<file path="src/inc/dsar_pkg.sv">
// Shared constants, states and carrier structs of the differential SAR sequencer
package dsar_pkg;

	localparam int DSAR_BITS = 16;
	localparam int DSAR_CLK_NS = 50;
	// Internal conversion clock period, one comparator decision per period
	localparam int DSAR_STEP_NS = 150;
	localparam int DSAR_STEP_CYC = (DSAR_STEP_NS + DSAR_CLK_NS - 1) / DSAR_CLK_NS;
	// Highest conversion rate the sequence is sized for
	localparam int DSAR_MAX_KSPS = 100;
	localparam int DSAR_FRAME_NS = 1000000 / DSAR_MAX_KSPS;

	localparam logic [15:0] DSAR_MSB_TRIAL = 16'h8000;
	localparam logic [15:0] DSAR_LSB_TRIAL = 16'h0001;
	localparam logic [15:0] DSAR_CODE_RESET = 16'h0000;
	localparam logic [3:0] DSAR_STEP_LAST = 4'(DSAR_STEP_CYC - 1);
	localparam logic [4:0] DSAR_FALL_OUT_EN = 5'h05;
	localparam logic [4:0] DSAR_FALL_LAST = 5'h15;
	localparam int DSAR_SIGN_POS = 15;

	typedef enum logic [2:0] {
		DSAR_ACQUIRE = 3'b000,
		DSAR_OPEN_GND = 3'b001,
		DSAR_TO_GND = 3'b010,
		DSAR_SEARCH = 3'b011,
		DSAR_FINISH = 3'b100
	} dsar_phase_e;

	typedef struct packed {
		logic [15:0] pos_sel;
		logic [15:0] neg_sel;
	} dsar_array_s;

	typedef struct packed {
		logic data;
		logic oe;
	} dsar_serial_s;

	typedef struct packed {
		logic cs_meta;
		logic cs_sync;
		logic cs_last;
		logic sck_meta;
		logic sck_sync;
		logic sck_last;
		logic cmp_meta;
		logic cmp_sync;
		dsar_phase_e phase;
		logic [15:0] code;
		logic [15:0] trial;
		logic [3:0] step;
		logic gnd_closed;
		logic arr_to_input;
		logic powered;
		logic done;
		dsar_array_s arr;
		logic [4:0] fall_cnt;
		dsar_serial_s sout;
	} dsar_state_s;

	localparam dsar_state_s DSAR_RESET = '{
		cs_meta: 1'b1, cs_sync: 1'b1, cs_last: 1'b1,
		sck_meta: 1'b1, sck_sync: 1'b1, sck_last: 1'b1,
		cmp_meta: 1'b0, cmp_sync: 1'b0,
		phase: DSAR_ACQUIRE,
		code: DSAR_CODE_RESET, trial: DSAR_CODE_RESET, step: 4'h0,
		gnd_closed: 1'b1, arr_to_input: 1'b1, powered: 1'b0, done: 1'b0,
		arr: '{pos_sel: 16'h0000, neg_sel: 16'h0000},
		fall_cnt: 5'h00,
		sout: '{data: 1'b0, oe: 1'b0}
	};

endpackage

</file>
<file path="src/rtl/dsar_seq.sv">
// Conversion sequencer and serial readout of a 16-bit differential SAR converter
// What this block does
// - Start conversion on select fall after acquisition
// - Open ground switches, then arrays to ground
// - One select bit per element, both arrays
// - Binary search from MSB, comparator keeps bits
// - After search, back to acquisition, code formed
// - Fits 100 kSPS, powered down between conversions
// - Result read belongs to same conversion
// - Output is 16-bit two's complement
// - Overrange saturates at 7FFF
// - Underrange saturates at 8000
// - Output enabled low after fifth fall, MSB first
// - Shutdown right after conversion, no command
module dsar_seq
	import dsar_pkg::*;
(
	input wire logic clock,
	input wire logic rst,
	input wire logic cs_n,
	input wire logic serial_shift_clock,
	input wire logic comp_above,
	output logic pos_input_ground_switch,
	output logic neg_input_ground_switch,
	output logic arrays_to_input,
	output dsar_array_s array_sel,
	output logic powered_up,
	output logic conv_done,
	output dsar_serial_s serial_out
);

	dsar_state_s s;
	dsar_state_s next_s;

	// Qualifiers derived from the synchronised pins
	logic cs_high;
	logic cs_fall;
	logic sck_fall;
	// Search step decode
	logic step_end;
	logic last_probe;
	logic keep_bit;
	logic [15:0] next_code;
	logic [15:0] next_trial;
	logic [15:0] probe;
	// Result formatting and readout decode
	logic [15:0] twos;
	logic count_open;
	logic [4:0] next_fall;
	logic at_enable;
	logic in_data;
	logic [3:0] bit_idx;
	logic result_bit;

	always_comb begin
		// Hold state; every decode signal gets a default
		next_s = s;
		cs_high = 1'b1;
		cs_fall = 1'b0;
		sck_fall = 1'b0;
		step_end = 1'b0;
		last_probe = 1'b0;
		keep_bit = 1'b0;
		next_code = s.code;
		next_trial = s.trial;
		probe = s.arr.pos_sel;
		twos = DSAR_CODE_RESET;
		count_open = 1'b0;
		next_fall = s.fall_cnt;
		at_enable = 1'b0;
		in_data = 1'b0;
		bit_idx = 4'h0;
		result_bit = 1'b0;
		next_s.done = 1'b0;

		// Two flip-flops on every pin before any logic reads it
		next_s.cs_meta = cs_n;
		next_s.cs_sync = s.cs_meta;
		next_s.cs_last = s.cs_sync;
		next_s.sck_meta = serial_shift_clock;
		next_s.sck_sync = s.sck_meta;
		next_s.sck_last = s.sck_sync;
		next_s.cmp_meta = comp_above;
		next_s.cmp_sync = s.cmp_meta;

		// Edges come from the second and third stages only
		cs_high = s.cs_sync;
		cs_fall = s.cs_last & ~s.cs_sync;
		sck_fall = s.sck_last & ~s.sck_sync;

		// Comparator is read on the last cycle of a step, after two syncs
		step_end = (s.step == DSAR_STEP_LAST);
		last_probe = (s.trial == DSAR_LSB_TRIAL);
		// Comparator high: input above trial level, bit stays
		keep_bit = step_end & s.cmp_sync;
		if (keep_bit) begin
			next_code = s.code | s.trial;
		end
		if (step_end) begin
			next_trial = s.trial >> 1;
		end
		// Kept bits plus the next trial bit form the next switch pattern
		probe = next_code | next_trial;

		// Phase sequence of one conversion
		unique case (s.phase)
			DSAR_ACQUIRE: begin
				// Arrays track the inputs; converter core is off
				next_s.gnd_closed = 1'b1;
				next_s.arr_to_input = 1'b1;
				next_s.powered = 1'b0;
				next_s.step = 4'h0;
				if (cs_fall) begin
					next_s.phase = DSAR_OPEN_GND;
					next_s.powered = 1'b1;
					next_s.code = DSAR_CODE_RESET;
				end
			end
			DSAR_OPEN_GND: begin
				// Ground switches open a full cycle before the arrays move
				next_s.gnd_closed = 1'b0;
				next_s.arr_to_input = 1'b1;
				next_s.powered = 1'b1;
				next_s.phase = DSAR_TO_GND;
			end
			DSAR_TO_GND: begin
				next_s.gnd_closed = 1'b0;
				next_s.arr_to_input = 1'b0;
				next_s.powered = 1'b1;
				next_s.trial = DSAR_MSB_TRIAL;
				next_s.arr.pos_sel = DSAR_MSB_TRIAL;
				next_s.arr.neg_sel = ~DSAR_MSB_TRIAL;
				next_s.step = 4'h0;
				next_s.phase = DSAR_SEARCH;
			end
			DSAR_SEARCH: begin
				next_s.gnd_closed = 1'b0;
				next_s.arr_to_input = 1'b0;
				next_s.powered = 1'b1;
				if (step_end) begin
					next_s.code = next_code;
					next_s.trial = next_trial;
					next_s.step = 4'h0;
					next_s.arr.pos_sel = probe;
					next_s.arr.neg_sel = ~probe;
					// The LSB decision closes the search
					if (last_probe) begin
						next_s.phase = DSAR_FINISH;
					end
				end else begin
					next_s.step = s.step + 4'h1;
				end
			end
			DSAR_FINISH: begin
				next_s.phase = DSAR_ACQUIRE;
				next_s.gnd_closed = 1'b1;
				next_s.arr_to_input = 1'b1;
				next_s.powered = 1'b0;
				next_s.step = 4'h0;
				next_s.done = 1'b1;
			end
			default: begin
				// Unused code: back to tracking with the core off
				next_s.phase = DSAR_ACQUIRE;
				next_s.gnd_closed = 1'b1;
				next_s.arr_to_input = 1'b1;
				next_s.powered = 1'b0;
				next_s.step = 4'h0;
			end
		endcase

		// A search only spans 0000..FFFF offset binary, so both ends clamp
		twos = {~s.code[DSAR_SIGN_POS], s.code[DSAR_SIGN_POS - 1:0]};

		// Falls past the last data bit are not counted
		count_open = sck_fall & (s.fall_cnt != DSAR_FALL_LAST);
		if (count_open) begin
			next_fall = s.fall_cnt + 5'h01;
		end
		at_enable = count_open & (next_fall == DSAR_FALL_OUT_EN);
		in_data = count_open & (next_fall > DSAR_FALL_OUT_EN);
		if (in_data) begin
			bit_idx = 4'(DSAR_FALL_LAST - next_fall);
		end
		// Bits come straight from the running search, decided MSB first
		result_bit = twos[bit_idx];

		// Select high ends the frame and releases the output
		if (cs_high) begin
			next_s.fall_cnt = 5'h00;
			next_s.sout.oe = 1'b0;
			next_s.sout.data = 1'b0;
		end else if (count_open) begin
			next_s.fall_cnt = next_fall;
			if (at_enable) begin
				next_s.sout.oe = 1'b1;
				next_s.sout.data = 1'b0;
			end else if (in_data) begin
				next_s.sout.data = result_bit;
			end
		end
	end

	always_ff @(posedge clock or posedge rst) begin
		if (rst) begin
			s <= DSAR_RESET;
		end else begin
			s <= next_s;
		end
	end

	assign pos_input_ground_switch = s.gnd_closed;
	assign neg_input_ground_switch = s.gnd_closed;
	assign arrays_to_input = s.arr_to_input;
	assign array_sel = s.arr;
	assign powered_up = s.powered;
	assign conv_done = s.done;
	assign serial_out = s.sout;

endmodule

</file>
<file path="config.mk">
export PLATFORM = sky130hd
export DESIGN_NAME = dsar_seq
export DESIGN_NICKNAME = d
export VERILOG_FILES = /design/src/inc/dsar_pkg.sv /design/src/rtl/dsar_seq.sv
export SDC_FILE = /design/constraint.sdc
export NUM_CORES = 1
export LEC_CHECK = 0
export BUFFER_PORTS_ARGS = -buffer_cell sky130_fd_sc_hd__buf_2
export CORE_UTILIZATION = 59
export DETAILED_ROUTE_END_ITERATION = 6
export PLACE_DENSITY = 0.8
export REMOVE_ABC_BUFFERS = 1
export SLEW_MARGIN = 20
export SYNTH_ARGS = -nofsm -noshare
export SYNTH_HDL_FRONTEND = slang
export SYNTH_SLANG_ARGS = --single-unit
</file>
<file path="constraint.sdc">
create_clock -name clock -period 3.6 [get_ports clock]
set_input_delay 0.54 -clock clock [delete_from_list [all_inputs] [get_ports clock]]
set_output_delay 0.54 -clock clock [all_outputs]
set_load 0.02 [all_outputs]
</file>
After elaboration in Yosys (flattened, before gate mapping)
Cells that the tools add are included.
{"block": "totals", "ff_bits": 90, "inputBits": 5, "output_inout_bits": 39, "wordCells": 85}
{"block": "classes", "add_sub_neg": 3, "order_cmp": 2, "eq_ne": 11, "muxes": 24, "n_bitwise": 12, "n_reduce_logical": 12}
{"operator": "$pmux 16 s2", "count": 2}
{"operator": "$pmux 32 s2", "count": 1}
{"operator": "$mux 35", "count": 1}
{"operator": "$mux 16", "count": 2}
{"operator": "$mux 32", "count": 1}
{"operator": "$or 16x16->16", "count": 2}
{"operator": "$mux 19", "count": 1}
{"operator": "$eq 16x1->1 const B", "count": 1}
{"operator": "$not 16->16", "count": 1}
{"operator": "$mux 7", "count": 2}
{"operator": "$pmux 3 s4", "count": 1}
{"operator": "$pmux 3 s3", "count": 1}
{"operator": "$mux 4", "count": 2}
{"operator": "$pmux 4 s2", "count": 1}
{"operator": "$reduce_bool 2->1", "count": 4}
{"operator": "$and 1x1->1", "count": 6}
{"operator": "$eq 3x2->1 const B", "count": 2}
{"operator": "$mux 1", "count": 6}
{"operator": "$ne 2x2->1 const B", "count": 3}
{"operator": "$reduce_and 2->1", "count": 3}
{"operator": "$reduce_and 3->1", "count": 2}
{"operator": "$add 5x1->5 const B", "count": 1}
{"operator": "$eq 5x3->1 const B", "count": 1}
{"operator": "$gt 5x3->1 const B", "count": 1}
{"operator": "14 further kinds", "count": 16}

Depth between registers and ports, before layout
Gate-level depths: netlist of run 1.
{"block": "logic_depth", "ltp_word": 13, "depth_mapped": 15, "mapped_depth_nobuf": 13}

Least setup slack after synthesis of run 1
No wires, ideal clock.
{"block": "synth_path", "kind": "flip-flop to flip-flop", "from": "reg s[3] (netlist bit)", "to": "reg s, in the netlist serial_out[1]", "setup_time_ns": 0.128, "arrival_time_ns": 2.769, "t_required_ns": 3.472, "slack_ns": 0.703, "stages_incl_launch_ff": 14, "path_buffers": 2, "period_less_slack_ns": 2.897, "cell_sequence": "dfrtp_1 -> inv_1 -> ha_1 -> nand4b_4 -> and2_4 -> buf_6 -> mux2_4 -> ha_1 -> clkdlybuf4s15_1 -> and3_1 -> a2111oi_0 -> a21oi_1 -> a211oi_1 -> o31ai_1"}
{"block": "synth_via", "elab_chain_cells": 12, "word_cells_on_any_way": 19, "classes_between": "add/sub (2); order compare (1); eq/ne (2); mux (8); bitwise (3); reduce/logical (3)"}
{"element": "start: declaration", "line": "dsar_seq.sv:32", "text": "dsar_state_s s;"}
{"element": "start signal: assignment", "line": "dsar_seq.sv:208", "text": "s <= next_s;"}
{"element": "branches (longest 12 deep; another with $add 5x1->5)"}
Several ways; the timed one is not identified. The select of a mux whose other input is x is not followed.
A chain may end at the register's enable or synchronous reset.

Worst setup path in the final report of run 1
{"block": "layout_path", "from": "reg s[2] (netlist bit)", "to": "reg s, in the netlist serial_out[1]"}
The elaborated chain is that of the path after synthesis.

==> flow_metrics.py, run 1 <==
metrics = {
    "floorplanning": {
        "die_h_microns": 87.7,
        "fp.dieW_microns": 87.7,
        "dieArea_sq_um": 7680,
        "initial_core_util_pct": 62.3,
        "std_cell_rows": 30,
        "core_sq_um": 6940,
        "io_pins": 44,
    },
    "clocking": {
        "clkTransAtPathRegs_ns": 0.09,
        "clockRootBuffer": "clkbuf_8",
        "cts_setup_buffers": 0,
        "clock_path_buffers": 2,
        "insertion_delay_ns": 0.38,
        "cts_buffers": 9,
        "cts_sinks": 90,
        "cts.repair.resized": 0,
        "holdBufCountCts": 0,
        "cts_tree": "done",
        "htreeDepth": 3,
    },
    "logic_synthesis": {
        "syn_area_sq_um": 4330,
        "synth-simple-area-share_pct": 15.4,
        "yosys.area_share.adder_pct": 1.73,
        "synth_top_family_by_area": "compound AO/OA/AOI/OAI gates",
        "synth.ff_latch_count": 90,
        "synth_warnings": 0,
        "synthXorXnorAreaFrac_pct": 1.01,
        "syn_inst": 424,
        "async_flop_share_pct": 100,
        "yosysUniqueCellTypes": 53,
        "synthMuxAreaShare_pct": 3.27,
        "syn_avg_cell_area_sq_um": 10.2,
        "synth-edff-count": 0,
        "synth_compound_area_share_pct": 16.5,
        "ys.flop_type": "dfrtp_1",
        "yosysSeqAreaShare_pct": 52.3,
    },
    "place": {
        "post_dp_cell_area_sq_um": 4330,
        "portBuffers": 43,
        "dp.cells": 513,
        "hpwl_microns": 5580,
        "gp_congestion": 0.907,
    },
    "layout": {
        "fin_nets": 439,
        "final-seq-area_sq_um": 2260,
        "drive_above_1_share_pct": 21.5,
        "stdcell_area_sq_um": 4510,
        "instances_no_fill": 529,
        "syn_to_final_growth_pct": 4.28,
        "fillers": 537,
        "multi_input_area_sq_um": 1640,
        "diodes": 0,
    },
    "critical_path": {
        "cp.required_ns": 3.86,
        "crit_type": "register to register",
        "cp_top_family": "compound AO/OA/AOI/OAI gates",
        "startpoint_type": "register",
        "critPathBufInv": 0,
        "cp_max_fo": 13,
        "critPathSlowestCell": "dfrtp_1",
        "cpPeakStageDelay_ns": 0.62,
        "path_cells": "ha_1 > nand4b_4 > and2_4 > mux2_4 > ha_1 > and3_1 > a2111oi_0 > a21oi_1 > a211oi_1 > o31ai_1",
        "cp_common_cell": "ha_1",
        "cp.arrival_ns": 3.28,
        "cp-end-kind": "register",
    },
    "global_routing": {
        "overflow": 0,
        "grtUsageMet2_pct": 38.4,
        "grt_most_used_layer": "met2",
        "globalRouteMet3Util_pct": 4.90,
        "gr-usage-met1_pct": 33.5,
        "track_usage_pct": 24.5,
        "grt_pass1_wl_microns": 14200,
        "grt_max_degree": 91,
        "grt_pass1_vias": 2923,
        "antenna_found_initial": 0,
    },
    "power_and_ir_drop": {
        "irDropWorstVdd_v": 0.000424,
        "pwr_density_cell_nw_per_um2": 732,
        "p_leak_nw": 2.29,
        "p_total_mw": 3.30,
    },
    "sta": {
        "period_share_pct": 84.0,
        "rsz0062_at_grt": "no",
        "clock_skew_ns": 0.0128,
        "worst_slew_pin_slew_ns": 0.895,
        "setup_viol": 0,
        "finalHoldViolCount": 0,
        "min_period_ns": 3.02,
        "drv_slew": 0,
        "relSlewSlack_pct": 40.2,
        "fin_tns_setup_ns": 0,
        "fmax_mhz": 331,
    },
    "route": {
        "num_vias": 3128,
        "drtIter0Drc": 271,
        "wire_per_inst_microns": 15.9,
        "drc_errors": 0,
        "vias_per_cell": 5.91,
        "drt-total-wl_microns": 8400,
        "antenna_left": 0,
        "dr.pass1.iters": 5,
    },
    "min_path": {
        "hold_class": "input pin to register",
    },
    "status": {
        "status": "finished, final reports clean",
    },
    "job": {
        "drv_cap": 0,
    },
}
Yosys cell counts, types with 2 or more instances:
library cell / instances / area share (%)
dfrtp_1: 82 / 47
nand2_1: 65 / 5.6
buf_4: 37 / 6.4
nor2_1: 30 / 2.6
a21oi_1: 22 / 2.5
o21ai_0: 21 / 2.4
a22o_1: 16 / 3.2
o21a_1: 16 / 2.8
a211o_1: 11 / 2.2
clkbuf_1: 11 / 0.95
nand3_1: 9 / 1.0
dfstp_2: 8 / 4.9
inv_1: 8 / 0.69
a31oi_1: 7 / 1.0
mux2i_1: 7 / 1.6
ha_1: 6 / 1.7
nand2b_1: 5 / 0.72
buf_2: 4 / 0.46
nand3b_1: 4 / 0.69
nor2b_1: 4 / 0.58
nor3_1: 4 / 0.46
mux2_2: 3 / 0.78
nor4_1: 3 / 0.43
o31ai_1: 3 / 0.52
xor2_1: 3 / 0.61
a31o_2: 2 / 0.40
and3_1: 2 / 0.29
clkbuf_8: 2 / 0.64
nand4_1: 2 / 0.29
o22ai_1: 2 / 0.29
or2_2: 2 / 0.29
xnor2_1: 2 / 0.40
worst register-to-register path: stages (launching register included):
cell and delay, ns:
dfrtp_1 0.62, ha_1 0.27, nand4b_4 0.11, and2_4 0.20, mux2_4 0.33, ha_1 0.39
and3_1 0.20, a2111oi_0 0.41, a21oi_1 0.09, a211oi_1 0.19, o31ai_1 0.10
metrics by stage:
stage          setup WS [ns]  util (%)  hold WS, ns
5_1_grt                0.299      65.0        0.255
4_1_cts                0.596      65.0        0.252
3_5_place_dp           0.587      62.3        0.335
3_3_place_gp           0.731      62.3        0.333
6_report               0.577      65.0        0.262
2_1_floorplan          0.738         -        0.331
cell type report:
type / count / area share, %
clock buffer: 9 / 2.74
clock inverter: 7 / 1.27
timing repair buffer: 51 / 6.18
sequential: 90 / 50.1
multi-input combinational: 268 / 36.3
inverter: 8 / 0.693
tap: 96 / 2.66
power breakdown:
part | switching, mW | internal, mW
Sequential | 0.221 | 1.29
Clock | 0.388 | 0.261
Combinational | 0.688 | 0.458
Total | 1.30 | 2.01
sequential cells by signal (all words and copies together) (netlist names):
| register | count |
|---|---|
| cs_high | 1 |
| next_s | 4 |
| powered_up | 1 |
| serial_out | 2 |
| array_sel | 32 |
| neg_input_ground_switch | 1 |
| conv_done | 1 |
| arrays_to_input | 1 |
| s | 47 |
per-layer routing:
layer / share of wire, % / routed length [microns] / vias to the layer above
li1: - / - / 1454
met1: 45 / 3820 / 1528
met2: 47 / 3910 / 128
met3: 5.9 / 492 / 18
met4: 2.1 / 174 / 0
met5: 0 / 0 / -
cells by family (layout without fill, tap and decap cells):
| logic type | after synthesis | in the layout |
|---|---|---|
| mux | 12 | 12 |
| buf+inv | 66 | 75 |
| compound gates | 105 | 105 |
| fa+ha+maj | 6 | 6 |
| flops | 90 | 90 |
| simple gates | 140 | 140 |
| xor+xnor | 5 | 5 |
final timing paths:
check	start	to	slack, ns	cells past startpoint
setup / recovery	s[2]$_DFFE_PP0P_	serial_out[1]$_DFFE_PP0P_	0.58	10
hold / removal	cs_n	next_s[88]$_DFF_PP1_	0.26	1
setup reg to reg	s[2]$_DFFE_PP0P_	serial_out[1]$_DFFE_PP0P_	0.58	10
hold reg to reg	next_s[82]$_DFF_PP0_	s[82]$_DFF_PP0_	0.35	0
max in group asynchronous	rst	serial_out[1]$_DFFE_PP0P_	2.71	3
min in group asynchronous	rst	conv_done$_DFF_PP0_	0.35	3
cell usage in the layout (no fill, tap or decap), types with 3 or more instances in the layout:
| cell type | n |
|---|---|
| buf_2 | 43 |
| nor2_1 | 30 |
| dfstp_2 | 8 |
| a21oi_1 | 22 |
| mux2_2 | 3 |
| nand2b_1 | 5 |
| o21ai_0 | 21 |
| mux2i_1 | 7 |
| o21a_1 | 16 |
| clkbuf_8 | 9 |
| xor2_1 | 3 |
| a211o_1 | 11 |
| dfrtp_1 | 82 |
| buf_4 | 7 |
| nor3_1 | 4 |
| nor2b_1 | 4 |
| o31ai_1 | 3 |
| inv_6 | 3 |
| nand2_1 | 65 |
| nor4_1 | 3 |
| a31oi_1 | 7 |
| ha_1 | 6 |
| nand3b_1 | 4 |
| inv_1 | 7 |
| a22o_1 | 16 |
| nand3_1 | 9 |
(Power assumes the default switching activity.)
==> run 2, diff against run 1 <==
- ABC_AREA: default -> 1
- CORE_UTILIZATION: 59 -> 53
- PLACE_DENSITY: 0.8 -> 0.76
- clock period: 3.6 -> 2.4 ns (I/O delays scaled with it)
==> run 2 against run 1 <==
- cell count increased by 16%
- power increased by 66%
- utilization decreased by 1.9 points
- sequential power increased by 40%
- area after synthesis increased by 1.7%
- largest power group is now combinational logic
- first-iteration DRC count decreased by 11%
- clock-buffer cell count increased by 2
- register-to-register slack got worse by 0.56 ns
- critical endpoint unchanged
- hold slack got worse by 0.18 ns
- die area increased by 13%
- fmax increased by 27%
==> flow_metrics.py, run 2 <==
metrics = {
    "status": {
        "status": "finished, final reports clean",
    },
    "layout": {
        "diodes": 0,
        "fin_nets": 516,
        "stdcell_area_sq_um": 4980,
        "final_cell_mix": "dfrtp_1 (82), nand2_1 (64), buf_2 (43)",
        "instances_no_fill": 612,
        "mostFrequentLayoutCell": "dfrtp_1",
        "drive_above_1_share_pct": 29.0,
        "postLayoutCoreUtil_pct": 63.1,
        "largest_register_ffs": 47,
        "largest-register": "s",
        "syn_to_final_growth_pct": 13.1,
        "fillers": 621,
    },
    "sta": {
        "drv_slew": 0,
        "setup_viol": 0,
        "worst_slack_ns": 0.0218,
        "relSlewSlack_pct": 54.8,
        "fmax_mhz": 420,
        "period_share_pct": 99.1,
        "worst_slew_pin_slew_ns": 0.676,
        "hold_ws_ns": 0.0856,
        "rsz0062_at_grt": "yes",
        "clock_skew_ns": 0.00635,
        "finalHoldViolCount": 0,
        "min_period_ns": 2.38,
    },
    "clocking": {
        "cts_tree": "done",
        "cts_sinks": 90,
        "insertion_delay_ns": 0.35,
        "holdBufCountCts": 0,
        "clockRootBuffer": "clkbuf_8",
        "htreeDepth": 3,
        "cts_buffers": 9,
        "clock_path_buffers": 2,
        "clkTransAtPathRegs_ns": 0.08,
    },
    "critical_path": {
        "cp.required_ns": 2.64,
        "cp-end-kind": "register",
        "path_cells": "ha_4 > nand2_2 > inv_2 > nand2_4 > nand2_8 > inv_6 > nand2_4 > nand2_4 > inv_4 > ha_4 > inv_4 > nand3_4 > nor2_4 > nor2_8 > buf_4 > nand4_1 > nand3_1 > nand3_1 > nand3_1 > nand3_2 > nand2_1",
        "startpoint_type": "register",
        "worstReg2RegStart": "s[2]$_DFFE_PP0P_",
        "cp.arrival_ns": 2.62,
        "r2r-end": "serial_out[1]$_DFFE_PP0P_",
        "cp-startpoint": "s[2]$_DFFE_PP0P_",
        "r2r_cells": 21,
        "crit_type": "register to register",
        "r2r_slack_ns": 0.02,
        "cpPeakStageDelay_ns": 0.45,
        "cp_max_fo": 6,
        "critPathSlowestCell": "dfrtp_1",
    },
    "logic_synthesis": {
        "yosys.area_share.adder_pct": 1.71,
        "syn_area_sq_um": 4400,
        "async_flop_share_pct": 100,
        "synth.area.top_cells": "dfrtp_1 (47%), nand2_1 (6.1%), buf_4 (6.0%), dfstp_2 (4.8%), inv_1 (4.0%)",
        "synth_most_common_cell": "dfrtp_1",
        "ys_top_cells_by_count": "dfrtp_1 (82), nand2_1 (71), inv_1 (47), nor2_1 (38), buf_4 (35)",
        "yosysSeqAreaShare_pct": 51.4,
        "synth-edff-count": 0,
        "synth_warnings": 0,
        "syn_avg_cell_area_sq_um": 9.23,
        "synthXorXnorAreaFrac_pct": 0.796,
        "synth_top_family_by_area": "simple AND/OR/NAND/NOR gates",
        "yosys.area.top_type": "dfrtp_1",
        "synth_top_area_share_pct": 46.6,
        "synthMuxAreaShare_pct": 0,
        "synth-simple-area-share_pct": 19.8,
        "yosysUniqueCellTypes": 38,
        "ys.flop_type": "dfrtp_1",
        "synth.ff_latch_count": 90,
        "syn_inst": 477,
        "synth_compound_area_share_pct": 14.0,
    },
    "route": {
        "vias_per_cell": 5.55,
        "num_vias": 3396,
        "drc_errors": 0,
        "wire_per_inst_microns": 15.5,
        "antenna_left": 0,
        "dr.pass1.iters": 5,
        "drt-total-wl_microns": 9510,
        "drtIter0Drc": 240,
    },
    "power_and_ir_drop": {
        "p_leak_nw": 2.38,
        "pwr_density_cell_nw_per_um2": 1100,
        "irDropWorstVdd_v": 0.000686,
    },
    "min_path": {
        "hold_class": "input pin to asynchronous set/reset pin",
    },
    "global_routing": {
        "grt_pass1_vias": 3312,
        "overflow": 0,
        "grt_max_degree": 40,
        "grt_pass1_wl_microns": 15600,
        "antenna_found_initial": 0,
        "track_usage_pct": 23.0,
    },
    "place": {
        "preCtsSetupSlack_ns": -0.00143,
        "hpwl_microns": 6280,
        "gp_congestion": 0.848,
        "dp.cells": 588,
        "post_dp_cell_area_sq_um": 4570,
        "portBuffers": 43,
    },
    "floorplanning": {
        "std_cell_rows": 32,
        "initial_core_util_pct": 55.8,
        "core_sq_um": 7890,
        "io_pins": 44,
        "fp.dieW_microns": 93.1,
        "die_h_microns": 93.1,
        "dieArea_sq_um": 8670,
    },
    "job": {
        "drv_cap": 0,
    },
}
run 2: metal layers:
layer	global-route usage [%]	routed length, microns	up-vias
met1	31.9	4270	1653
li1	-	-	1611
met4	10.8	250	0
met5	0	0	-
met3	4.47	418	24
met2	34.8	4580	108
run 2: cell families after synthesis:
kind of cell               Yosys count
xor gates and xnor gates             4
buffers and inverters              106
AOI/OAI and AO/OA                  100
adders and majority gates            6
DFF                                 90
and+or+nand+nor                    171
run 2: repair_timing:
| action | CTS | global route |
|---|---|---|
| gates cloned | 0 | 0 |
| pin swaps | 4 | 21 |
| endpoints found under the setup margin | 1 | 1 |
| buffers inserted | 2 | 6 |
| endpoints found under the hold margin | 0 | 0 |
| gates resized for setup | 4 | 32 |
run 2: per-stage QoR:
step,total power [mW],TNS (ns)
global route,5.82,-0.114
detailed placement,4.38,-0.00143
CTS,5.49,0
finish,5.50,0
global placement,4.31,0
floorplan,3.56,-25.72
run 2: power breakdown:
group | switching (mW) | internal (mW)
combinational | 1.49 | 0.799
clock | 0.511 | 0.586
sequential | 0.209 | 1.90
total | 2.21 | 3.28
run 2: worst max path at each step:
| stage | to | slack, ns | depth (start not counted) |
|---|---|---|---|
| 2_1_floorplan | array_sel[15]$_DFFE_PP0P_ | -0.29 | 7 |
| 3_3_place_gp | serial_out[1]$_DFFE_PP0P_ | 0.09 | 22 |
| 3_5_place_dp | serial_out[1]$_DFFE_PP0P_ | -0.001 | 21 |
| 4_1_cts | serial_out[1]$_DFFE_PP0P_ | 0.02 | 22 |
| 5_1_grt | serial_out[1]$_DFFE_PP0P_ | -0.11 | 21 |
| 6_report | serial_out[1]$_DFFE_PP0P_ | 0.02 | 21 |
run 2: cell type report:
type,count,area (sq um),area share (%)
multi-input cells,281,1730,34.8
flip-flops and latches,90,2260,45.5
repair buffers,67,424,8.52
clock inverters,5,78.8,1.58
well taps,102,128,2.56
inverters,56,221,4.45
clock buffers,11,131,2.64
run 2: critical path, delay by kind of cell (launching register included):
kind / cells / cell delay (ns)
and+or+nand+nor: 14 / 1.10
buffers and inverters: 5 / 0.37
DFF: 1 / 0.45
adders and majority gates: 2 / 0.35
==> run 3, diff against run 2 <==
- CORE_UTILIZATION: 53 -> 59
- PLACE_DENSITY: 0.76 -> 0.8
- clock period: 2.4 -> 2.63 ns (I/O delays scaled with it)
==> run 3 against run 2 <==
- combinational power down 12%
- worst setup slack better by 0.12 ns
- clock skew up 0.0014 ns
- sequential cell count unchanged
- non-clock buffer count down 9
- sequential share of layout area up 2.0 points
- first-iteration DRC count up 24%
- largest cell class unchanged
==> flow_metrics.py, run 3 (synthesis results as in run 2) <==
metrics = {
    "status": {
        "status": "finished, final reports clean",
    },
    "critical_path": {
        "r2r_slack_ns": 0.14,
        "cp_max_fo": 7,
        "crit_type": "register to register",
        "cp.arrival_ns": 2.74,
        "cp.required_ns": 2.89,
        "r2r_cells": 22,
        "worstReg2RegStart": "s[3]$_DFFE_PP0P_",
        "startpoint_type": "register",
        "r2r-end": "serial_out[1]$_DFFE_PP0P_",
        "cp-end-kind": "register",
    },
    "floorplanning": {
        "initial_core_util_pct": 61.0,
        "dieArea_sq_um": 7810,
        "core_sq_um": 7210,
        "die_h_microns": 88.4,
        "io_pins": 44,
        "fp.dieW_microns": 88.4,
        "std_cell_rows": 31,
    },
    "sta": {
        "finalHoldViolCount": 0,
        "min_period_ns": 2.49,
        "worst_slack_ns": 0.142,
        "setup_viol": 0,
        "fmax_mhz": 402,
        "worst_slew_pin_slew_ns": 0.608,
        "relSlewSlack_pct": 59.4,
        "period_share_pct": 94.6,
        "drv_slew": 0,
        "fin_tns_setup_ns": 0,
        "clock_skew_ns": 0.00772,
    },
    "clocking": {
        "cts_tree": "done",
        "clock_path_buffers": 2,
        "insertion_delay_ns": 0.36,
        "htreeDepth": 3,
        "cts_sinks": 90,
        "holdBufCountCts": 0,
        "clockRootBuffer": "clkbuf_8",
        "cts_buffers": 9,
        "clkTransAtPathRegs_ns": 0.09,
    },
    "global_routing": {
        "grt_pass1_vias": 3103,
        "antenna_found_initial": 0,
        "track_usage_pct": 24.7,
        "overflow": 0,
        "grt_pass1_wl_microns": 14500,
        "grt_max_degree": 57,
    },
    "place": {
        "portBuffers": 43,
        "gp_congestion": 0.860,
        "post_dp_cell_area_sq_um": 4500,
        "preCtsSetupSlack_ns": 0.0674,
        "hpwl_microns": 6200,
    },
    "layout": {
        "largest_register_ffs": 47,
        "mostFrequentLayoutCell": "dfrtp_1",
        "largest-register": "s",
        "stdcell_area_sq_um": 4770,
        "drive_above_1_share_pct": 23.6,
        "diodes": 0,
        "fillers": 592,
        "fin_nets": 507,
        "final_cell_mix": "dfrtp_1 (82), nand2_1 (70), inv_1 (45)",
        "syn_to_final_growth_pct": 8.39,
    },
    "power_and_ir_drop": {
        "irDropWorstVdd_v": 0.000894,
        "pwr_density_cell_nw_per_um2": 1040,
        "p_total_mw": 4.98,
        "p_leak_nw": 2.31,
    },
    "route": {
        "wire_per_inst_microns": 14.8,
        "vias_per_cell": 5.59,
        "num_vias": 3353,
        "drtIter0Drc": 297,
        "drc_errors": 0,
        "dr.pass1.iters": 5,
        "drt-total-wl_microns": 8870,
        "antenna_left": 0,
    },
    "min_path": {
        "hold_class": "input pin to asynchronous set/reset pin",
    },
    "job": {
        "drv_cap": 0,
    },
}
run 3: changes by cell type in the layout (fill, tap and decap cells not counted), sizes merged:
cell      previous run  this run
clkbuf              11        10
buf                 67        58
inv                 55        58
clkinvlp             0         1
clkinv               4         1
run 3: routing by layer:
metal / wire (microns) / vias to the layer above / global-route usage, % / share of wire, %
met5: 0 / - / 0 / 0
met4: 139 / 0 / 10.9 / 1.6
met3: 432 / 12 / 5.22 / 4.9
met2: 4270 / 98 / 38.5 / 48
met1: 4030 / 1640 / 33.7 / 45
li1: - / 1603 / - / -
run 3: stage by stage:
stage	util [%]	hold WS, ns	std cells
detailed placement	62.3	0.349	578
floorplan	-	0.331	427
global placement	62.3	0.335	578
finish	66.1	0.0793	600
global route	66.1	0.103	600
CTS	65.4	0.0904	594
run 3: power breakdown:
part / leakage (nW) / internal (mW) / switching [mW]
logic: 1.07 / 0.678 / 1.33
clock network: 0.109 / 0.549 / 0.501
registers: 1.13 / 1.73 / 0.188
total: 2.31 / 2.96 / 2.02
run 3: repair_timing:
action                     4_1_cts  5_1_grt
gates resized for setup          0        3
setup endpoints to repair        0        1
setup buffers                    0        6
run 3: critical path, cell delays in order (launching register included):
cell and delay [ns]:
dfrtp_1 0.41, inv_2 0.06, ha_1 0.17, nand2_1 0.06, inv_1 0.06, nand2_4 0.10
nand2_8 0.08, inv_6 0.08, nand2_1 0.06, nand2_2 0.07, inv_1 0.05, ha_1 0.19
inv_1 0.08, nand3_2 0.10, nor2_4 0.16, nor2_8 0.08, buf_4 0.14, nand4_1 0.07
nand3b_1 0.08, nand3_1 0.08, nand3_1 0.08, nand3_1 0.08, nand2_1 0.05
run 3: final cells by class:
type                    count  area [sq um]  share of cell area, %
multi-input cells         281          1600                   33.6
repair buffers             58           340                   7.13
flip-flops and latches     90          2260                   47.4
clock buffers              10           128                   2.68
inverters                  56           216                   4.54
clock inverters             6          96.3                   2.02
well taps                  99           124                   2.60
run 3: worst max-delay path by stage:
| stage | from | end | slack [ns] |
|---|---|---|---|
| after CTS | s[3]$_DFFE_PP0P_ | serial_out[1]$_DFFE_PP0P_ | 0.04 |
| after detailed placement | s[3]$_DFFE_PP0P_ | serial_out[1]$_DFFE_PP0P_ | 0.07 |
| after floorplan | rst | array_sel[0]$_DFFE_PP0P_ | -0.09 |
| after global placement | s[3]$_DFFE_PP0P_ | serial_out[1]$_DFFE_PP0P_ | 0.20 |
| after global routing | s[3]$_DFFE_PP0P_ | serial_out[1]$_DFFE_PP0P_ | -0.02 |
| final | s[3]$_DFFE_PP0P_ | serial_out[1]$_DFFE_PP0P_ | 0.14 |
